[config.mk]
export PLATFORM = sky130hd
export DESIGN_NAME = rrsc_radio_ctrl
export DESIGN_NICKNAME = d
export VERILOG_FILES = /design/src/include/rrsc_pkg.sv /design/src/hw/rrsc_rx_fifo.sv /design/src/hw/rrsc_radio_ctrl.sv
export SDC_FILE = /design/constraint.sdc
export NUM_CORES = 1
export LEC_CHECK = 0
export BUFFER_PORTS_ARGS = -buffer_cell sky130_fd_sc_hd__buf_4
export CAP_MARGIN = 20
export CORE_ASPECT_RATIO = 0.7
export CORE_MARGIN = 5
export CORE_UTILIZATION = 40
export DETAILED_ROUTE_END_ITERATION = 10
export SLEW_MARGIN = 20
export SYNTH_ARGS = -nofsm -noshare
export SYNTH_HDL_FRONTEND = slang
export SYNTH_SLANG_ARGS = --single-unit
[constraint.sdc]
create_clock -name clk -period 2.8 [get_ports clk]
set_input_delay 0.14 -clock clk [delete_from_list [all_inputs] [get_ports clk]]
set_output_delay 0.14 -clock clk [all_outputs]
set_load 0.05 [all_outputs]
[src/include/rrsc_pkg.sv]
// Constants and types for the radio receive state control block
// Behaviour
// - Force-on bit keeps crystal running always
// - Osc-off and power-down strobes honoured in IDLE only
// - Crystal stops on select release, restarts on select
// - Regulator off in SLEEP, select low wakes
// - RX entered only by enter-receive strobe
// - Calibrate manually or per auto-calibration field
// - Force-idle exit from RX never calibrates
// - Setting 0x09: 3764 or 18506 cycles
// - Setting 0x0B: 4073 or 18815 cycles
// - Charge-pump field 00 gives short calibration
// - RX held until packet or carrier loss
// - After packet go IDLE or stay RX
// - Force-idle strobe reaches IDLE from anywhere
// - Timeout option aborts only if the first carrier sample lacks carrier
// - On-off keying: carrier loss valid after eight symbols
// - Carrier timeout always returns to IDLE
// - IDLE to RX takes 1953 plus calibration
// - RX to IDLE takes 2 plus calibration
// - 64-byte receive FIFO with overflow detection
// - Read header status byte carries fill level
// - Threshold is four times the field plus four
// - Threshold flag high while count at least threshold
// - Overflow flag sticky until flush
package rrsc_pkg;

  // ----------------------------------------
  // Transition and calibration counts
  // ----------------------------------------
  localparam int unsigned IDLE_TO_RX_CYCLES   = 1953;
  localparam int unsigned RX_TO_IDLE_CYCLES   = 2;
  localparam int unsigned MANUAL_CAL_PREP     = 283;
  localparam int unsigned CAL_SHORT_SET09     = 3764;
  localparam int unsigned CAL_LONG_SET09      = 18506;
  localparam int unsigned CAL_SHORT_SET0B     = 4073;
  localparam int unsigned CAL_LONG_SET0B      = 18815;
  localparam int unsigned OSC_START_CYCLES    = 16;
  localparam int unsigned TIMER_W             = 15;

  // ----------------------------------------
  // Field encodings
  // ----------------------------------------
  localparam logic [7:0] CAL_TEST_SET09       = 8'h09;
  localparam logic [1:0] CP_CAL_OFF           = 2'h0;
  localparam logic [1:0] AUTOCAL_NEVER        = 2'h0;
  localparam logic [1:0] AUTOCAL_TO_RX        = 2'h1;
  localparam logic [1:0] AUTOCAL_FROM_RX      = 2'h2;
  localparam logic [1:0] AUTOCAL_FOURTH       = 2'h3;
  localparam logic [1:0] FOURTH_COUNT_LAST    = 2'h3;
  localparam logic [1:0] RXOFF_STAY_RX        = 2'h3;
  localparam logic [3:0] OOK_VALID_SYMBOLS    = 4'h8;

  // ----------------------------------------
  // Receive FIFO
  // ----------------------------------------
  localparam int unsigned FIFO_DEPTH          = 64;
  localparam int unsigned FIFO_AW             = 6;
  localparam int unsigned FIFO_CW             = 7;
  localparam int unsigned THR_STEP_SHIFT      = 2;
  localparam logic [3:0] STATUS_FILL_MAX      = 4'hf;

  // ----------------------------------------
  // Controller states
  // ----------------------------------------
  typedef enum logic [3:0] {
    st_sleep,
    st_osc_off,
    st_wake,
    st_idle,
    st_man_prep,
    st_cal,
    st_settle,
    st_rx,
    st_rx_end
  } rrsc_state_type;

  localparam rrsc_state_type RESET_STATE      = st_idle;

endpackage

[src/hw/rrsc_rx_fifo.sv]
// Receive byte FIFO with fill count and sticky overflow
`timescale 1ns/100ps
`default_nettype none
module rrsc_rx_fifo (
  // Clock and reset
  input  wire logic                          clk,
  input  wire logic                          srst,
  input  wire logic                          ce,
  // Write side
  input  wire logic                          wr_valid,
  input  wire logic [7:0]                    wr_data,
  // Read side
  input  wire logic                          rd_en,
  output logic      [7:0]                    rd_data,
  input  wire logic                          flush,
  // Status
  output logic      [rrsc_pkg::FIFO_CW-1:0]  count,
  output logic                               overflow
);

  typedef struct packed {
    logic [rrsc_pkg::FIFO_AW-1:0] wr_ptr;
    logic [rrsc_pkg::FIFO_AW-1:0] rd_ptr;
    logic [rrsc_pkg::FIFO_CW-1:0] count;
    logic                         overflow;
    logic [7:0]                   rd_data;
  } rrsc_fifo_type;

  rrsc_fifo_type r;
  rrsc_fifo_type next_r;
  logic [7:0]    mem [rrsc_pkg::FIFO_DEPTH];
  logic          do_wr;
  logic          do_rd;

  // Full FIFO drops the byte; empty read leaves pointers alone
  assign do_wr = wr_valid && (r.count != rrsc_pkg::FIFO_CW'(rrsc_pkg::FIFO_DEPTH)) && !flush;
  assign do_rd = rd_en && (r.count != '0) && !flush;

  always_comb begin
    next_r = r;
    if (do_wr) begin
      next_r.wr_ptr = r.wr_ptr + 1'b1;
    end
    if (do_rd) begin
      next_r.rd_ptr  = r.rd_ptr + 1'b1;
      next_r.rd_data = mem[r.rd_ptr];
    end
    next_r.count = r.count + rrsc_pkg::FIFO_CW'(do_wr) - rrsc_pkg::FIFO_CW'(do_rd);
    if (wr_valid && !do_wr && !flush) begin
      next_r.overflow = 1'b1;
    end
    if (flush) begin
      next_r.wr_ptr   = '0;
      next_r.rd_ptr   = '0;
      next_r.count    = '0;
      next_r.overflow = 1'b0;
    end
  end

  always_ff @(posedge clk) begin
    if (srst) begin
      r <= '0;
    end else if (ce) begin
      r <= next_r;
    end
  end

  // Storage kept out of reset on purpose
  always_ff @(posedge clk) begin
    if (ce && do_wr) begin
      mem[r.wr_ptr] <= wr_data;
    end
  end

  assign rd_data  = r.rd_data;
  assign count    = r.count;
  assign overflow = r.overflow;

endmodule // rrsc_rx_fifo
`default_nettype wire

[src/hw/rrsc_radio_ctrl.sv]
// Radio control state machine of the receiver with its receive FIFO
`timescale 1ns/100ps
`default_nettype none
module rrsc_radio_ctrl #(
  parameter int unsigned CAL_LONG_SET09 = rrsc_pkg::CAL_LONG_SET09,
  parameter int unsigned CAL_LONG_SET0B = rrsc_pkg::CAL_LONG_SET0B
) (
  // Clock, reset, enable
  input  wire logic                          clk,
  input  wire logic                          srst,
  input  wire logic                          ce,
  // Chip select pin
  input  wire logic                          chip_select_n,
  // Command strobes
  input  wire logic                          osc_off_strobe,
  input  wire logic                          power_down_strobe,
  input  wire logic                          enter_receive_strobe,
  input  wire logic                          manual_calibrate_strobe,
  input  wire logic                          force_idle_strobe,
  // Configuration fields
  input  wire logic                          osc_force_on,
  input  wire logic [1:0]                    auto_calibration_select,
  input  wire logic [1:0]                    receive_off_destination,
  input  wire logic                          receive_timeout_on_signal,
  input  wire logic [7:0]                    calib_test_setting,
  input  wire logic [1:0]                    charge_pump_cal_enable,
  input  wire logic [3:0]                    fifo_threshold_select,
  input  wire logic                          ook_mode,
  // Demodulator events
  input  wire logic                          packet_ok,
  input  wire logic                          carrier_sample_valid,
  input  wire logic                          carrier_sense,
  input  wire logic                          symbol_tick,
  input  wire logic                          rx_byte_valid,
  input  wire logic [7:0]                    rx_byte,
  // Host FIFO and header access
  input  wire logic                          fifo_read,
  input  wire logic                          fifo_flush,
  input  wire logic                          header_read,
  output logic      [7:0]                    fifo_data,
  output logic      [7:0]                    status_byte,
  output logic      [rrsc_pkg::FIFO_CW-1:0]  receive_byte_count,
  output logic                               fifo_threshold,
  output logic                               fifo_overflow,
  // Power and state
  output logic                               osc_enable,
  output logic                               core_reg_enable,
  output logic                               chip_ready_n,
  output logic                               calibrating,
  output logic                               rx_active,
  output logic      [3:0]                    state_code
);

  // ----------------------------------------
  // State record
  // ----------------------------------------
  typedef struct packed {
    rrsc_pkg::rrsc_state_type         state;
    logic [rrsc_pkg::TIMER_W-1:0]     timer;
    logic                             cal_to_rx;
    logic                             end_cal;
    logic [1:0]                       fourth_cnt;
    logic [3:0]                       symbols;
    logic                             first_seen;
    logic                             pend_osc_off;
    logic                             pend_sleep;
    logic [1:0]                       csn_sync;
    logic [7:0]                       status;
  } rrsc_ctrl_type;

  rrsc_ctrl_type                   r;
  rrsc_ctrl_type                   next_r;
  logic [rrsc_pkg::FIFO_CW-1:0]    fill;
  logic [rrsc_pkg::FIFO_CW-1:0]    thr_bytes;
  logic                            csn_high;
  logic                            cs_sample_ok;
  logic                            no_carrier_end;

  // ----------------------------------------
  // Decoding helpers
  // ----------------------------------------
  function automatic logic [rrsc_pkg::TIMER_W-1:0] cal_len(
    input logic [7:0] test,
    input logic [1:0] cp
  );
    logic short_cal;
    short_cal = (cp == rrsc_pkg::CP_CAL_OFF);
    if (test == rrsc_pkg::CAL_TEST_SET09) begin
      cal_len = short_cal ? rrsc_pkg::TIMER_W'(rrsc_pkg::CAL_SHORT_SET09)
                          : rrsc_pkg::TIMER_W'(CAL_LONG_SET09);
    end else begin
      cal_len = short_cal ? rrsc_pkg::TIMER_W'(rrsc_pkg::CAL_SHORT_SET0B)
                          : rrsc_pkg::TIMER_W'(CAL_LONG_SET0B);
    end
  endfunction

  // Calibration after an automatic RX exit
  function automatic logic cal_after_rx(
    input logic [1:0] sel,
    input logic [1:0] cnt
  );
    cal_after_rx = (sel == rrsc_pkg::AUTOCAL_FROM_RX) ||
                   ((sel == rrsc_pkg::AUTOCAL_FOURTH) && (cnt == rrsc_pkg::FOURTH_COUNT_LAST));
  endfunction

  // Pin synchroniser: only the second stage is read
  assign csn_high = r.csn_sync[1];

  // Carrier samples count only after eight symbols under on-off keying
  assign cs_sample_ok = carrier_sample_valid &&
                        (!ook_mode || (r.symbols == rrsc_pkg::OOK_VALID_SYMBOLS));
  assign no_carrier_end = receive_timeout_on_signal && cs_sample_ok &&
                          !r.first_seen && !carrier_sense;

  // ----------------------------------------
  // Next state
  // ----------------------------------------
  always_comb begin
    next_r             = r;
    next_r.csn_sync    = {r.csn_sync[0], chip_select_n};
    next_r.timer       = (r.timer > 1) ? r.timer - 1'b1 : r.timer;
    next_r.status      = header_read ? {chip_ready_n, state_code[2:0],
                         (fill > rrsc_pkg::FIFO_CW'(rrsc_pkg::STATUS_FILL_MAX)) ?
                         rrsc_pkg::STATUS_FILL_MAX : fill[3:0]} : r.status;

    case (r.state)
      rrsc_pkg::st_sleep, rrsc_pkg::st_osc_off: begin
        if (!csn_high) begin
          next_r.state = rrsc_pkg::st_wake;
          next_r.timer = rrsc_pkg::TIMER_W'(rrsc_pkg::OSC_START_CYCLES);
        end
      end
      rrsc_pkg::st_wake: begin
        if (r.timer == 1) begin
          next_r.state = rrsc_pkg::st_idle;
        end
      end
      rrsc_pkg::st_idle: begin
        if (osc_off_strobe) begin
          next_r.pend_osc_off = 1'b1;
        end else if (power_down_strobe) begin
          next_r.pend_sleep = 1'b1;
        end
        if (csn_high && r.pend_sleep) begin
          next_r.state      = rrsc_pkg::st_sleep;
          next_r.pend_sleep = 1'b0;
        end else if (csn_high && r.pend_osc_off) begin
          next_r.state        = rrsc_pkg::st_osc_off;
          next_r.pend_osc_off = 1'b0;
        end else if (enter_receive_strobe) begin
          next_r.pend_osc_off = 1'b0;
          next_r.pend_sleep   = 1'b0;
          if (auto_calibration_select == rrsc_pkg::AUTOCAL_TO_RX) begin
            next_r.state     = rrsc_pkg::st_cal;
            next_r.cal_to_rx = 1'b1;
            next_r.timer     = cal_len(calib_test_setting, charge_pump_cal_enable);
          end else begin
            next_r.state = rrsc_pkg::st_settle;
            next_r.timer = rrsc_pkg::TIMER_W'(rrsc_pkg::IDLE_TO_RX_CYCLES);
          end
        end else if (manual_calibrate_strobe) begin
          next_r.state     = rrsc_pkg::st_man_prep;
          next_r.cal_to_rx = 1'b0;
          next_r.timer     = rrsc_pkg::TIMER_W'(rrsc_pkg::MANUAL_CAL_PREP);
        end
      end
      rrsc_pkg::st_man_prep: begin
        if (r.timer == 1) begin
          next_r.state = rrsc_pkg::st_cal;
          next_r.timer = cal_len(calib_test_setting, charge_pump_cal_enable);
        end
      end
      rrsc_pkg::st_cal: begin
        if (r.timer == 1) begin
          if (r.cal_to_rx) begin
            next_r.state = rrsc_pkg::st_settle;
            next_r.timer = rrsc_pkg::TIMER_W'(rrsc_pkg::IDLE_TO_RX_CYCLES);
          end else begin
            next_r.state = rrsc_pkg::st_idle;
          end
          next_r.cal_to_rx = 1'b0;
        end
      end
      rrsc_pkg::st_settle: begin
        if (r.timer == 1) begin
          next_r.state      = rrsc_pkg::st_rx;
          next_r.first_seen = 1'b0;
          next_r.symbols    = '0;
        end
      end
      rrsc_pkg::st_rx: begin
        if (symbol_tick && (r.symbols != rrsc_pkg::OOK_VALID_SYMBOLS)) begin
          next_r.symbols = r.symbols + 1'b1;
        end
        if (cs_sample_ok) begin
          next_r.first_seen = 1'b1;
        end
        // Carrier timeout wins over a packet in the same cycle
        if (no_carrier_end || (packet_ok && receive_off_destination != rrsc_pkg::RXOFF_STAY_RX)) begin
          next_r.state   = rrsc_pkg::st_rx_end;
          next_r.timer   = rrsc_pkg::TIMER_W'(rrsc_pkg::RX_TO_IDLE_CYCLES);
          next_r.end_cal = cal_after_rx(auto_calibration_select, r.fourth_cnt);
          if (auto_calibration_select == rrsc_pkg::AUTOCAL_FOURTH) begin
            next_r.fourth_cnt = r.fourth_cnt + 1'b1;
          end
        end else if (packet_ok) begin
          next_r.first_seen = 1'b0;
          next_r.symbols    = '0;
        end
      end
      rrsc_pkg::st_rx_end: begin
        if (r.timer == 1) begin
          if (r.end_cal) begin
            next_r.state     = rrsc_pkg::st_cal;
            next_r.cal_to_rx = 1'b0;
            next_r.timer     = cal_len(calib_test_setting, charge_pump_cal_enable);
          end else begin
            next_r.state = rrsc_pkg::st_idle;
          end
          next_r.end_cal = 1'b0;
        end
      end
      default: begin
        next_r.state = rrsc_pkg::st_idle;
      end
    endcase

    // Force-idle overrides everything, with no calibration
    if (force_idle_strobe) begin
      next_r.state        = rrsc_pkg::st_idle;
      next_r.end_cal      = 1'b0;
      next_r.cal_to_rx    = 1'b0;
      next_r.pend_osc_off = 1'b0;
      next_r.pend_sleep   = 1'b0;
    end
  end

  // ----------------------------------------
  // Registers
  // ----------------------------------------
  always_ff @(posedge clk) begin
    if (srst) begin
      r              <= '0;
      r.state        <= rrsc_pkg::RESET_STATE;
      r.csn_sync     <= 2'h3;
      r.status       <= 8'h00;
    end else if (ce) begin
      r <= next_r;
    end
  end

  // ----------------------------------------
  // Receive FIFO
  // ----------------------------------------
  rrsc_rx_fifo u_fifo (
    .clk      (clk),
    .srst     (srst),
    .ce       (ce),
    .wr_valid (rx_byte_valid),
    .wr_data  (rx_byte),
    .rd_en    (fifo_read),
    .rd_data  (fifo_data),
    .flush    (fifo_flush),
    .count    (fill),
    .overflow (fifo_overflow)
  );

  assign thr_bytes          = rrsc_pkg::FIFO_CW'({3'h0, fifo_threshold_select} + 7'h01) << rrsc_pkg::THR_STEP_SHIFT;
  assign fifo_threshold     = (fill >= thr_bytes);
  assign receive_byte_count = fill;

  // ----------------------------------------
  // Power and state outputs
  // ----------------------------------------
  // Forced oscillator ignores every state, sleep included
  assign osc_enable      = osc_force_on ||
                           !((r.state == rrsc_pkg::st_sleep) || (r.state == rrsc_pkg::st_osc_off));
  assign core_reg_enable = (r.state != rrsc_pkg::st_sleep);
  assign chip_ready_n    = (r.state == rrsc_pkg::st_sleep) || (r.state == rrsc_pkg::st_osc_off) ||
                           (r.state == rrsc_pkg::st_wake);
  assign calibrating     = (r.state == rrsc_pkg::st_cal);
  assign rx_active       = (r.state == rrsc_pkg::st_rx);
  assign state_code      = r.state;
  assign status_byte     = r.status;

endmodule // rrsc_radio_ctrl
`default_nettype wire

After elaboration in Yosys (flattened, before gate mapping). Memory sizes are Yosys's and may differ from the RTL's. A register that Yosys moved wholly into a read port is not among the register bits. Index checks and enable logic that the tools add are counted.

RAM bits: 512. Output and inout port bits: 34. Bits in registers: 60. Input bits: 46. Logic and storage cells: 164. Memories: 1.

Add/sub/neg operators: 8. Equal/unequal tests: 32. $lt $le $gt $ge: 3. Reduce and logical (&&, ||, !) cells: 51. Muxes and demuxes: 54.

Memories: u_fifo.mem (words 64, bits a word 8, rd ports 1, clocked after Yosys merged registers in 1, write ports 1, RTL line rrsc_rx_fifo.sv:31) `logic [7:0] mem [rrsc_pkg::FIFO_DEPTH];`.

Operator list (number): one-hot mux 15 bit (6 select lines) (1); 2-to-1 mux 20 bit (4); 2-to-1 mux 15 bit (5); 2-to-1 mux 19 bit (3); 2-to-1 mux 16 bit (3); one-hot mux 4 bit (8 select lines) (1); 2-to-1 mux 4 bit (7); != test 3 bit, second input constant (8); 2-to-1 mux 21 bit (1); AND reduction 9 bit (2); 2-to-1 mux 17 bit (1); == test 4 x 3 -> 1 bit, second input constant (4); logical AND 1 bit (16); == test 15 x 1 -> 1 bit, second input constant (1); greater-than comparator 15 x 1 -> 1 bit, second input constant (1); 2-to-1 mux 5 bit (3); subtractor 15 x 1 -> 15 bit, second input constant (1); adder 6 x 1 -> 6 bit, second input constant (2); 2-to-1 mux 1 bit (12); 2-to-1 mux 6 bit (2); != test 4 bit, second input constant (3); AND reduction 2 bit (6); 2-to-1 mux 2 bit (5); one-hot mux 5 bit (2 select lines) (1); 31 further kinds (55).

Longest topological paths before layout. Gate-level depths: netlist of the first run.

Depth in word-level cells: 10. Mapped depth: 17. Mapped depth without buffers: 17.

Hierarchy. A second synthesis of the first run with hierarchy kept.

Cell total of the unflattened synthesis: 1605. Area, all modules: 25124.1 um^2.

By module, submodules not included: rrsc_rx_fifo (area an instance 21647.0 um^2, instances 1, seq. area each 15935.3 um^2, cells each 1142); rrsc_radio_ctrl (area an instance 3477.1 um^2, instances 1, seq. area each 800.8 um^2, cells each 463).

Least setup slack after synthesis of the first run. No wires, ideal clock.

Kind: reg2reg. From: reg u_fifo.r (netlist bit u_fifo.count[5]). To: reg u_fifo.r (netlist bit u_fifo.count[6]). Period minus slack after synthesis: 2851 ps. Required time: 2670 ps. Cell stages (with the launch flop): 18. Arrival time: 2721 ps. Library setup time: 130 ps. Path buffers: 0. Path slack: -51 ps. Cell sequence: dfxtp_1 > inv_1 > ha_1 > nand3_1 > o21ai_0 > nor2_1 > ha_1 > inv_1 > ha_1 > inv_1 > fa_1 > nand2b_1 > a21oi_1 > o21ai_0 > a21oi_1 > nor2_1 > xnor2_1 > o32ai_1.

Longest elaborated chain between the ends: 6. Elaborated cells on any way between the ends: 9. Classes of those cells: add/sub: 2; eq/ne: 1; mux: 1; reduce/logical: 5.

RTL lines: start, declared (RTL line rrsc_rx_fifo.sv:29) `rrsc_fifo_type r;`; start signal, assigned (RTL line rrsc_rx_fifo.sv:64) `r <= next_r;`; != test 7 bit (RTL line rrsc_rx_fifo.sv:36) `assign do_wr = wr_valid && (r.count != rrsc_pkg::FIFO_CW'(rrsc_pkg::FIFO_DEPTH)) && !flush;`; logical AND 1 bit (2 in a row) (RTL line rrsc_rx_fifo.sv:36); adder 7 x 1 -> 7 bit (RTL line rrsc_rx_fifo.sv:48) `next_r.count = r.count + rrsc_pkg::FIFO_CW'(do_wr) - rrsc_pkg::FIFO_CW'(do_rd);`; subtractor 7 x 1 -> 7 bit (*) (RTL line rrsc_rx_fifo.sv:48); 2-to-1 mux 20 bit (*) (RTL line rrsc_rx_fifo.sv:52) `if (flush) begin`.

Every way passes the cells marked *; elsewhere a longest branch is shown, timed or not. A chain may end at the register's enable or synchronous reset.

Worst setup path in the final report of the first run.
From: reg u_fifo.r (netlist bit u_fifo.count[3]). To: reg u_fifo.r (netlist bit u_fifo.count[6]).

The elaborated chain is that of the path after synthesis.

==> results of run 1 <==
[sequential cells by signal, summed over array words and instances, names as in the netlist]
register         cells
u_fifo.mem         512
next_r               1
status_byte          8
u_fifo.r            12
csn_high             1
u_fifo.overflow      1
state_code           4
r                   26
u_fifo.rd_data       8
u_fifo.count         7
[kinds of logic after synthesis]
| logic type | after synthesis |
|---|---|
| xor gates and xnor gates | 13 |
| adders and majority gates | 29 |
| and+or+nand+nor | 374 |
| muxes | 184 |
| DFF | 580 |
| buffers and inverters | 139 |
| AOI/OAI and AO/OA | 237 |
[path summary, 6_finish.rpt]
| check | startpoint | end | slack, ns | depth (start not counted) |
|---|---|---|---|---|
| setup / recovery | u_fifo.count[3] | u_fifo.count[6] | 0.11 | 17 |
| hold / removal | enter_receive_strobe | r[10] | 0.06 | 4 |
| setup reg to reg | u_fifo.count[3] | u_fifo.count[6] | 0.11 | 17 |
| hold reg to reg | status_byte[4] | status_byte[4] | 0.46 | 2 |
[layout by cell type, fill, tap and decap left out, types with 11 or more instances in the layout]
| cell type | n |
|---|---|
| a22oi_1 | 19 |
| buf_4 | 229 |
| nand3_1 | 38 |
| edfxtp_1 | 512 |
| nand2_1 | 71 |
| nor2_1 | 147 |
| ha_1 | 25 |
| o21ai_0 | 35 |
| mux2i_1 | 50 |
| nor2b_1 | 20 |
| inv_1 | 26 |
| a211oi_1 | 21 |
| o211ai_1 | 11 |
| dlygate4sd3_1 | 11 |
| dfxtp_1 | 63 |
| clkbuf_16 | 54 |
| nor3_1 | 20 |
| a31oi_1 | 12 |
| mux4_2 | 129 |
| nand2b_1 | 14 |
| nand3b_1 | 12 |
| a21oi_1 | 53 |
[power groups by stage]
stage,clock network (W),registers (W),logic (W)
3_5_place_dp,0,0.00972,0.00159
5_1_grt,0.00815,0.00954,0.00181
4_1_cts,0.00778,0.00953,0.00163
2_1_floorplan,0,0.00970,0.00102
3_3_place_gp,0,0.00972,0.00157
6_report,0.00760,0.00954,0.00167
[layer usage]
layer  track usage (%)  up-vias
li1                  -     6528
met1              29.0     7582
met2              25.7      633
met3              5.09       77
met4              3.88        0
met5                 0        -
[worst max-delay path, stage by stage (launching register included)]
cell and delay, ns:
dfxtp_1 0.32, inv_2 0.08, ha_4 0.15, nand3_4 0.09, o21ai_4 0.15, nor2_2 0.05, ha_1 0.28, inv_1 0.06
ha_2 0.16, inv_1 0.05, fa_2 0.36, nand2b_4 0.16, a21oi_4 0.14, o21ai_2 0.08, a21oi_2 0.13, nor2_1 0.06
xnor2_1 0.14, o32ai_1 0.09
[cells in the mapped netlist (all sizes together), types with 4 or more instances]
cell,instances
a2111oi,4
a211oi,22
a21boi,6
a21o,4
a21oi,55
a221oi,7
a22oi,19
a31o,4
a31oi,12
and2,6
buf,76
clkbuf,30
dfxtp,68
edfxtp,512
ha,28
inv,32
mux2,4
mux2i,51
mux4,129
nand2,71
nand2b,15
nand3,40
nand3b,12
nand4,8
nor2,150
nor2b,20
nor3,21
nor4,6
o2111ai,4
o211ai,11
o21a,10
o21ai,42
o31ai,5
or2,6
or3,7
xnor2,7
xor2,6
[final cells by class]
cell class	count	area, um^2
inverters	33	124
well taps	819	1020
clock buffers	69	1470
clock inverters	30	364
flip-flops and latches	580	16700
multi-input cells	837	7490
repair buffers	247	1970
fillers	5247	32300
[metrics by stage]
stage,cell area (um^2),setup TNS (ns),utilization (%),hold WS (ns),power [W]
final,29200,0,47.4,0.0607,0.0188
after global routing,29200,-0.0517,47.4,0.0597,0.0195
after CTS,29100,0,47.3,0.0108,0.0189
after detailed placement,27100,-0.136,44.1,0.368,0.0113
after global placement,27100,-0.0565,44.1,0.364,0.0113
after floorplan,24800,0,-,0.239,0.0107
[what timing repair did]
| item | CTS | global route |
|---|---|---|
| setup endpoints to repair | 2 | 28 |
| hold endpoints to repair | 24 | 0 |
| buffers inserted | 1 | 2 |
| gates resized for setup | 6 | 19 |
| pin swaps | 2 | 8 |
| hold buffers | 11 | 0 |
==> results by group, run 1 <==
Run status
  • Status: finished, final reports clean

Detailed routing
  • DRC viols: 0
  • Wire length on met3: 5840 um
  • Max layer used: met4
  • Vias post-DR: between 10000 and 15000
  • Drt wl/cell: approximately 24 um
  • Vias per inst: 5.67
  • DRT Wirelength: 63100 um
  • Post-Route M1 WL: 29700 um
  • Met2 routed WL: 26500 um
  • Remaining antenna violation count: 0
  • Detailed Routing Iterations Pass 1: 5
  • DRT iter0 DRCs: about 1600

Floorplan
  • Chip Width: roughly 310 um
  • Row Count: 76
  • Full die area: 67300 um^2
  • Initial Util: around two fifths
  • Core area: 61500 um^2
  • IO Count: 80
  • Die height: 219 um

STA
  • RSZ-0062 raised after global routing: true
  • Final max-slew violation count: 0
  • Slew headroom: 45.3%
  • Max frequency: around 370 MHz
  • Worst Clk Skew: 0.0314 ns
  • Fin crit share: 96.0%
  • Setup WS post-layout: 0.113 ns
  • Final setup vio count: 0
  • Final hold vios: 0
  • Crit path time final: 2.69 ns
  • Slew @ Worst Pin: 0.800 ns

Logic synthesis
  • Synth Area in Simple Gates: about 7.3%
  • Netlist Area Pre-Place: 24800 um^2
  • Post-synth ARST share: 0%
  • Dominant synthesized flop cell: edfxtp_1
  • Sequential area share after synthesis: between 60 and 70%
  • EDFF count, synth: 512
  • Flops & latches, synth: a little under 600
  • Netlist cell types: 87
  • Ys Warns: 0
  • XOR/XNOR share of the synthesized area: less than 1%
  • Avg Inst Size Synth: 16.0 um^2
  • Largest area contributor in the netlist: edfxtp_1
  • Synth top area share: between 60% and 70%
  • Synth Area in Adders: 1.49%
  • Post-synth net total: 1631
  • Ranking of synthesized cells by area: edfxtp_1 (62%), mux4_2 (12%), dfxtp_1 (5.5%)
  • Largest family of logic cells by synthesized area: multiplexers
  • Syn Inst Count: 1556
  • Multiplexer area fraction after synthesis: 13.9%
  • Complex-gate fraction of the synthesized area: 6.57%

Pwr
  • Part of the power in combinational logic: 8.9%
  • Sw Share: between 20 and 25%
  • Clock Power Share: 40.4%
  • Internal power: approximately 0.014 W
  • Seq pwr share: between 50 and 60%
  • PwrDens: 645 nW/um^2
  • Worst VDD drop: about 0.00047 V
  • Sw power: 0.00432 W
  • LEAKAGE: 9.53 nW

Layout
  • Area delta synth->final: 17.4%
  • Nets: 1828
  • Layout cells sized above 1: 27.9%
  • Fin cells: approximately 2600
  • Antenna cells: 0

Clocking
  • Clock Latency Late Sink: 0.62 ns
  • Cts bufs inserted: 54
  • CTS tree: yes
  • Root Driver: clkbuf_16
  • CTS H-tree depth: 2
  • # clock sinks: 580
  • Clock Pin Slew Worst Setup and Hold Paths: roughly 0.060 ns
  • CTS max path bufs: 3

GRT
  • Initial antenna violation count: 0
  • Largest net degree at the start of global routing: 65
  • Congestion Overflow GR: 0
  • First-pass GRT wire length: approximately 94000 um
  • Vias in the first global route: about 15000
  • Total track usage: around 18%

Place
  • Port bufs: 79
  • Final Wtd Congestion: 0.906
  • Placed Cells: roughly 2500
  • Worst slack, placed: -0.0964 ns
  • Dpl hpwl: 42100 um

Flow run
  • Maxcap violations: 0

Worst setup path
  • Setup Crit Path Kind: flop to flop
  • Crit path arrival time: between 3 and 4 ns
  • Crit path max fanout: 2
  • Nature of the critical path startpoint: flop
  • Worst setup EP type: flop
  • CP Data Required Time: 3.28 ns

Hold path
  • Hold crit path type: primary input to flop
(Power assumes the default switching activity.)
==> inputs of run 2 (changes only) <==
--- a/config.mk
+++ b/config.mk
@@ -7,10 +7,13 @@
 export LEC_CHECK = 0
 export BUFFER_PORTS_ARGS = -buffer_cell sky130_fd_sc_hd__buf_4
 export CAP_MARGIN = 20
+export CELL_PAD_IN_SITES_DETAIL_PLACEMENT = 1
+export CELL_PAD_IN_SITES_GLOBAL_PLACEMENT = 1
 export CORE_ASPECT_RATIO = 0.7
 export CORE_MARGIN = 5
 export CORE_UTILIZATION = 40
 export DETAILED_ROUTE_END_ITERATION = 10
+export PLACE_DENSITY_LB_ADDON = 0.1
 export SLEW_MARGIN = 20
 export SYNTH_ARGS = -nofsm -noshare
 export SYNTH_HDL_FRONTEND = slang
==> run 2 against run 1 <==
Compared with the run above: sequential power about the same; clock-buffer cell count increased by 7; core utilization is 0.16 points higher; sequential cell count unchanged; critical path type unchanged; largest power group unchanged.
==> results by group, run 2 (same netlist as run 1, synthesis figures left out) <==
Worst setup path
  • Nature of the critical path startpoint: flop
  • CP Data Required Time: 3.28 ns (about the same)
  • CP top delay family: adder cells
  • Worst path cell trace: inv_2, ha_2, nand3_2, o21ai_2, nor2_1, ha_1, inv_2, ha_2, inv_1, fa_2, nand2b_4, a21oi_4, o21ai_2, a21oi_2, nor2_2, xnor2_1, o32ai_1
  • Worst setup EP type: flop
  • Crit path arrival time: 3.17 ns (about the same)
  • Buffers plus inverters on the worst setup path: 3 (unchanged)
  • Setup Crit Path Kind: flop to flop
  • Crit-path max cell delay: 0.35 ns (about the same)
  • Crit path max fanout: 2 (unchanged)
  • Crit-path slowest cell: fa_2

STA
  • Max frequency: 372 MHz (-0.14%)
  • Final max-slew violation count: 0 (unchanged)
  • RSZ-0062 raised after global routing: true
  • Final hold vios: 0 (unchanged)
  • Slew headroom: 36.6% (-8.7 points)
  • Worst Clk Skew: 0.0172 ns (-0.0142 ns)
  • Worst hold slack: 0.0495 ns (-0.0112 ns)
  • Final setup vio count: 0 (unchanged)
  • Fin crit share: 96.1% (+0.13 points)
  • Crit path time final: 2.69 ns (+0.00374 ns)
  • Slew @ Worst Pin: 0.949 ns (+0.149 ns)

Clocking
  • # clock sinks: 580 (unchanged)
  • CTS tree: yes
  • Root Driver: clkbuf_16
  • Clock Pin Slew Worst Setup and Hold Paths: 0.06 ns (about the same)
  • CTS H-tree depth: 2 (unchanged)
  • Cts bufs inserted: 59 (+9.3%)
  • Clock Latency Late Sink: 0.62 ns (about the same)
  • CTS max path bufs: 3 (unchanged)

GRT
  • Congestion Overflow GR: 0 (unchanged)
  • First-pass GRT wire length: 104000 um (+11%)
  • Largest net degree at the start of global routing: 65 (unchanged)
  • Vias in the first global route: 15300 (+4.5%)
  • Initial antenna violation count: 2 (+2)
  • Total track usage: 20.8% (+2.3 points)

Floorplan
  • IO Count: 80 (unchanged)
  • Initial Util: 40.4% (unchanged)
  • Die height: 219 um (unchanged)
  • Row Count: 76 (unchanged)
  • Full die area: 67300 um^2 (unchanged)
  • Core area: 61500 um^2 (unchanged)
  • Chip Width: 308 um (unchanged)

Place
  • Final Wtd Congestion: 0.863 (-4.7%)
  • Port bufs: 79 (unchanged)
  • Dpl hpwl: 47200 um (+12%)

Run status
  • Status: finished, final reports clean

Detailed routing
  • Vias post-DR: 14900 (+0.63%)
  • DRC viols: 0 (unchanged)
  • Drt wl/cell: 26.7 um (+11%)
  • DRT iter0 DRCs: 1193 (-25%)
  • DRT Wirelength: 70500 um (+12%)
  • Remaining antenna violation count: 0 (unchanged)
  • Vias per inst: 5.66 (-0.17%)
  • Detailed Routing Iterations Pass 1: 5 (unchanged)

Layout
  • Most frequent cells in the layout: edfxtp_1 (512), buf_4 (236), nor2_1 (148)
  • Layout cells sized above 1: 28.0% (+0.12 points)
  • Antenna cells: 0 (unchanged)
  • Max reg flops: 512 (unchanged)
  • Commonest non-fill, non-tap cell in the layout: edfxtp_1
  • Area delta synth->final: 17.8%
  • Reg with most FFs: u_fifo.mem
  • Final core occ: 47.6% (+0.16 points)
  • Nets: 1845 (+0.93%)
  • Regs by FF count: u_fifo.mem x512, r x26, u_fifo.r x12

Pwr
  • LEAKAGE: 9.60 nW (+0.72%)
  • PwrDens: 645 nW/um^2 (about the same)
  • Worst VDD drop: 0.000826 V (+77%)

Hold path
  • Hold crit path type: primary input to flop

Flow run
  • Maxcap violations: 0 (unchanged)
[run 2: cell types whose count changed in the layout (fill, tap and decap cells not counted), moves of 2 or more]
cell | previous run | this run
clkbuf_1 | 9 | 17
buf_4 | 229 | 236
clkbuf_8 | 6 | 0
clkbuf_16 | 54 | 59
buf_12 | 7 | 11
clkinv_1 | 7 | 11
bufinv_16 | 7 | 4
inv_6 | 0 | 3
clkinv_2 | 10 | 12
clkinv_8 | 2 | 0
[run 2: worst paths after layout]
path | startpoint | end | slack [ns] | cells past startpoint
worst max-delay path | u_fifo.count[3] | u_fifo.count[6] | 0.11 | 17
worst max register to register | u_fifo.count[3] | u_fifo.count[6] | 0.11 | 17
worst min register to register | status_byte[4] | status_byte[4] | 0.46 | 2
worst min-delay path | auto_calibration_select[1] | r[19] | 0.05 | 4
[run 2: per-stage QoR]
stage                     power, W  setup WS [ns]  setup TNS, ns  area [um^2]  instances
after floorplan             0.0107         0.0312              0        24800       1556
after global placement      0.0113        -0.0745        -0.0987        27200       2508
after detailed placement    0.0114         -0.152         -0.244        27200       2508
after CTS                   0.0191         0.0328              0        29200       2628
after global routing        0.0196        -0.0147        -0.0147        29300       2636
final                       0.0189          0.110              0        29300       2636
[run 2: cell type report]
type | instances | area (um^2)
fill | 5923 | 32200
sequential | 580 | 16700
multi-input combinational | 837 | 7450
timing repair buffer | 259 | 2110
clock buffer | 76 | 1540
tap | 819 | 1020
clock inverter | 32 | 280
inverter | 33 | 124
[run 2: layer usage]
metal / track usage [%] / up-vias / wire length [um]
met4: 3.70 / 0 / 941
met3: 4.91 / 72 / 4890
met1: 33.5 / 7885 / 34900
li1: - / 6563 / -
met2: 28.8 / 394 / 29800
met5: 0 / - / 0
[run 2: power by group]
group / leakage, nW / internal, W / switching [W]
clock: 0.894 / 0.00426 / 0.00336
combinational: 3.55 / 0.000669 / 0.00105
sequential: 5.16 / 0.00946 / 0.0000873
[run 2: tightest hold or removal path, stage by stage]
cell and delay [ns]:
buf_4 0.12, o2111ai_1 0.10, nor3_1 0.05, a31o_2 0.20
[run 2: repair_timing]
item / 4_1_cts / 5_1_grt
setup buffers: 0 / 8
hold buffers: 12 / 0
endpoints found under the hold margin: 27 / 0
pin swaps: 0 / 8
resized for setup: 7 / 14
endpoints found under the setup margin: 2 / 3
==> inputs of run 3 (changes only) <==
--- a/config.mk
+++ b/config.mk
@@ -13,6 +13,7 @@
 export CORE_MARGIN = 5
 export CORE_UTILIZATION = 40
 export DETAILED_ROUTE_END_ITERATION = 10
+export MAX_ROUTING_LAYER = met4
 export PLACE_DENSITY_LB_ADDON = 0.1
 export SLEW_MARGIN = 20
 export SYNTH_ARGS = -nofsm -noshare
==> constraint.sdc (replaced) <==
create_clock -name clk -period 2.8 [get_ports clk]
set_input_delay 0.14 -clock clk [delete_from_list [all_inputs] [get_ports clk]]
set_output_delay 0.14 -clock clk [all_outputs]
set_load 0.1 [all_outputs]
==> run 3 against run 2 <==
Compared with the run above: cell count did not move; core utilization fell by 0.12 points; first-iteration DRC count rose by 12%; clock-buffer cell count fell by 2; global-route usage rose by 0.42 points; hold slack got worse by 0.019 ns; wire length fell by 1.1%; clock power fell by 2%; design area fell by 0.26%; non-clock buffer count rose by 1; combinational power rose by 6%; sequential power barely moved.
==> results by group, run 3 (same netlist as run 1, synthesis figures left out) <==
STA
  • Final setup vio count: 0 (unchanged)
  • Max frequency: 366 MHz (-1.6%)
  • Worst Clk Skew: 0.0224 ns (+0.00519 ns)
  • Final hold vios: 0 (unchanged)
  • Crit path time final: 2.73 ns (+0.0432 ns)
  • Setup WS post-layout: 0.0663 ns (-0.0432 ns)
  • RSZ-0062 raised after global routing: true
  • Slew @ Worst Pin: 0.786 ns (-0.162 ns)
  • Slew headroom: 46.2% (+9.6 points)
  • Fin crit share: 97.6% (+1.5 points)
  • Final max-slew violation count: 0 (unchanged)

GRT
  • Largest net degree at the start of global routing: 65 (unchanged)
  • First-pass GRT wire length: 104000 um (-0.68%)
  • Initial antenna violation count: 3 (+1)
  • Vias in the first global route: 15300 (+0.52%)
  • Congestion Overflow GR: 0 (unchanged)
  • Total track usage: 21.2% (+0.42 points)

Detailed routing
  • Vias post-DR: 14900 (-0.32%)
  • Remaining antenna violation count: 0 (unchanged)
  • DRT Wirelength: 69800 um (-1.1%)
  • DRT iter0 DRCs: 1333 (+12%)
  • Drt wl/cell: 26.5 um (-1.1%)
  • DRC viols: 0 (unchanged)
  • Detailed Routing Iterations Pass 1: 7 (+2)
  • Vias per inst: 5.64 (-0.32%)

Hold path
  • Hold crit path type: primary input to flop
  • Hold path endpoint: status_byte[4]
  • Min-Delay Path Depth: 4 (unchanged)
  • HP Start: header_read

Worst setup path
  • Setup Crit Path Kind: flop to flop
  • Nature of the critical path startpoint: flop
  • Reg2Reg Depth: 17 (unchanged)
  • Worst setup EP type: flop
  • R2R Path Start: u_fifo.count[5]
  • Crit path max fanout: 2 (unchanged)
  • CP Data Required Time: 3.28 ns (about the same)
  • Reg2reg setup slack: 0.07 ns (-0.04 ns)
  • Crit path arrival time: 3.21 ns (+0.04 ns)
  • Worst R2R End: u_fifo.count[6]

Layout
  • Antenna cells: 0 (unchanged)
  • Reg with most FFs: u_fifo.mem
  • Fin cells: 2636 (unchanged)
  • Area delta synth->final: 17.5%
  • Most frequent cells in the layout: edfxtp_1 (512), buf_4 (244), nor2_1 (146)
  • Nets: 1844 (-0.054%)
  • Layout cells sized above 1: 28.2% (+0.17 points)
  • Final core occ: 47.5% (-0.12 points)
  • Regs by FF count: u_fifo.mem x512, r x26, u_fifo.r x12
  • Commonest non-fill, non-tap cell in the layout: edfxtp_1
  • Fillers: 5972 (+0.83%)
  • Max reg flops: 512 (unchanged)

Place
  • Worst slack, placed: -0.218 ns (-0.0663 ns)
  • Dpl hpwl: 46600 um (-1.4%)
  • Placed Cells: 2509 (+0.040%)
  • Port bufs: 79 (unchanged)
  • Final Wtd Congestion: 0.864 (+0.10%)

Flow run
  • Maxcap violations: 0 (unchanged)

Clocking
  • Clock Latency Late Sink: 0.61 ns (about the same)
  • Root Driver: clkbuf_16
  • Cts bufs inserted: 57 (-3.4%)
  • CTS H-tree depth: 2 (unchanged)
  • Clock Pin Slew Worst Setup and Hold Paths: 0.07 ns (about the same)
  • # clock sinks: 580 (unchanged)
  • CTS max path bufs: 3 (unchanged)
  • CTS tree: yes

Floorplan
  • Chip Width: 308 um (unchanged)
  • IO Count: 80 (unchanged)
  • Row Count: 76 (unchanged)
  • Full die area: 67300 um^2 (unchanged)
  • Core area: 61500 um^2 (unchanged)
  • Die height: 219 um (unchanged)
  • Initial Util: 40.4% (unchanged)

Pwr
  • LEAKAGE: 9.57 nW (-0.38%)
  • PwrDens: 646 nW/um^2 (+0.15%)
  • Worst VDD drop: 0.000485 V (-41%)

Run status
  • Status: finished, final reports clean
run 3: worst max path at each step:
stage / start / to / slack, ns / depth (start not counted)
6_report: u_fifo.count[5] / u_fifo.count[6] / 0.07 / 17
5_1_grt: u_fifo.count[5] / u_fifo.count[6] / -0.12 / 17
4_1_cts: u_fifo.count[5] / u_fifo.count[6] / 0.009 / 17
3_5_place_dp: u_fifo.count[4] / u_fifo.count[6] / -0.22 / 17
3_3_place_gp: u_fifo.count[4] / u_fifo.count[6] / -0.07 / 17
2_1_floorplan: u_fifo.count[5] / u_fifo.count[6] / 0.03 / 17
run 3: repair_timing:
| action | 4_1_cts | 5_1_grt |
|---|---|---|
| endpoints found under the setup margin | 2 | 39 |
| hold buffers | 9 | 0 |
| resized for setup | 8 | 13 |
| pin swaps | 8 | 6 |
| cloned | 0 | 0 |
| endpoints found under the hold margin | 16 | 0 |
| buffers inserted | 1 | 10 |
run 3: metal layers:
| layer | vias up | track usage [%] | share of wire [%] |
|---|---|---|---|
| li1 | 6559 | - | - |
| met3 | 85 | 4.36 | 7.5 |
| met2 | 444 | 28.9 | 42 |
| met1 | 7779 | 33.1 | 49 |
| met4 | 0 | 3.82 | 1.5 |
| met5 | - | - | 0 |
run 3: power breakdown:
group          leakage [nW]  internal [W]  switching (W)
logic                  3.55      0.000666        0.00117
clock network         0.859       0.00421        0.00328
registers              5.16       0.00946      0.0000830
total                  9.57        0.0143        0.00453
run 3: critical path: stages, from the launching register on:
cell	delay, ns
dfxtp_2	0.32
inv_2	0.07
ha_4	0.15
nand3_4	0.08
o21ai_2	0.14
nor2_1	0.06
ha_1	0.27
inv_1	0.07
ha_2	0.18
inv_2	0.04
fa_2	0.34
nand2b_4	0.16
a21oi_2	0.13
o21ai_1	0.10
a21oi_1	0.16
nor2_1	0.08
xnor2_1	0.15
o32ai_1	0.09
run 3: cell type report:
class | count | area (um^2) | area share, %
Sequential cell | 580 | 16700 | 57.4
Multi-Input combinational cell | 837 | 7460 | 25.6
Timing Repair Buffer | 260 | 2060 | 7.06
Clock buffer | 74 | 1490 | 5.10
Tap cell | 819 | 1020 | 3.51
Clock inverter | 33 | 292 | 0.998
Inverter | 33 | 124 | 0.424
run 3: through the flow:
step	TNS (ns)	total power [W]	instance area, um^2	hold slack (ns)
6_report	0	0.0189	29200	0.0309
5_1_grt	-0.116	0.0196	29200	0.0700
4_1_cts	0	0.0190	29100	0.00470
3_5_place_dp	-0.349	0.0115	27200	0.371
3_3_place_gp	-0.0911	0.0115	27200	0.356
2_1_floorplan	0	0.0108	24900	0.239
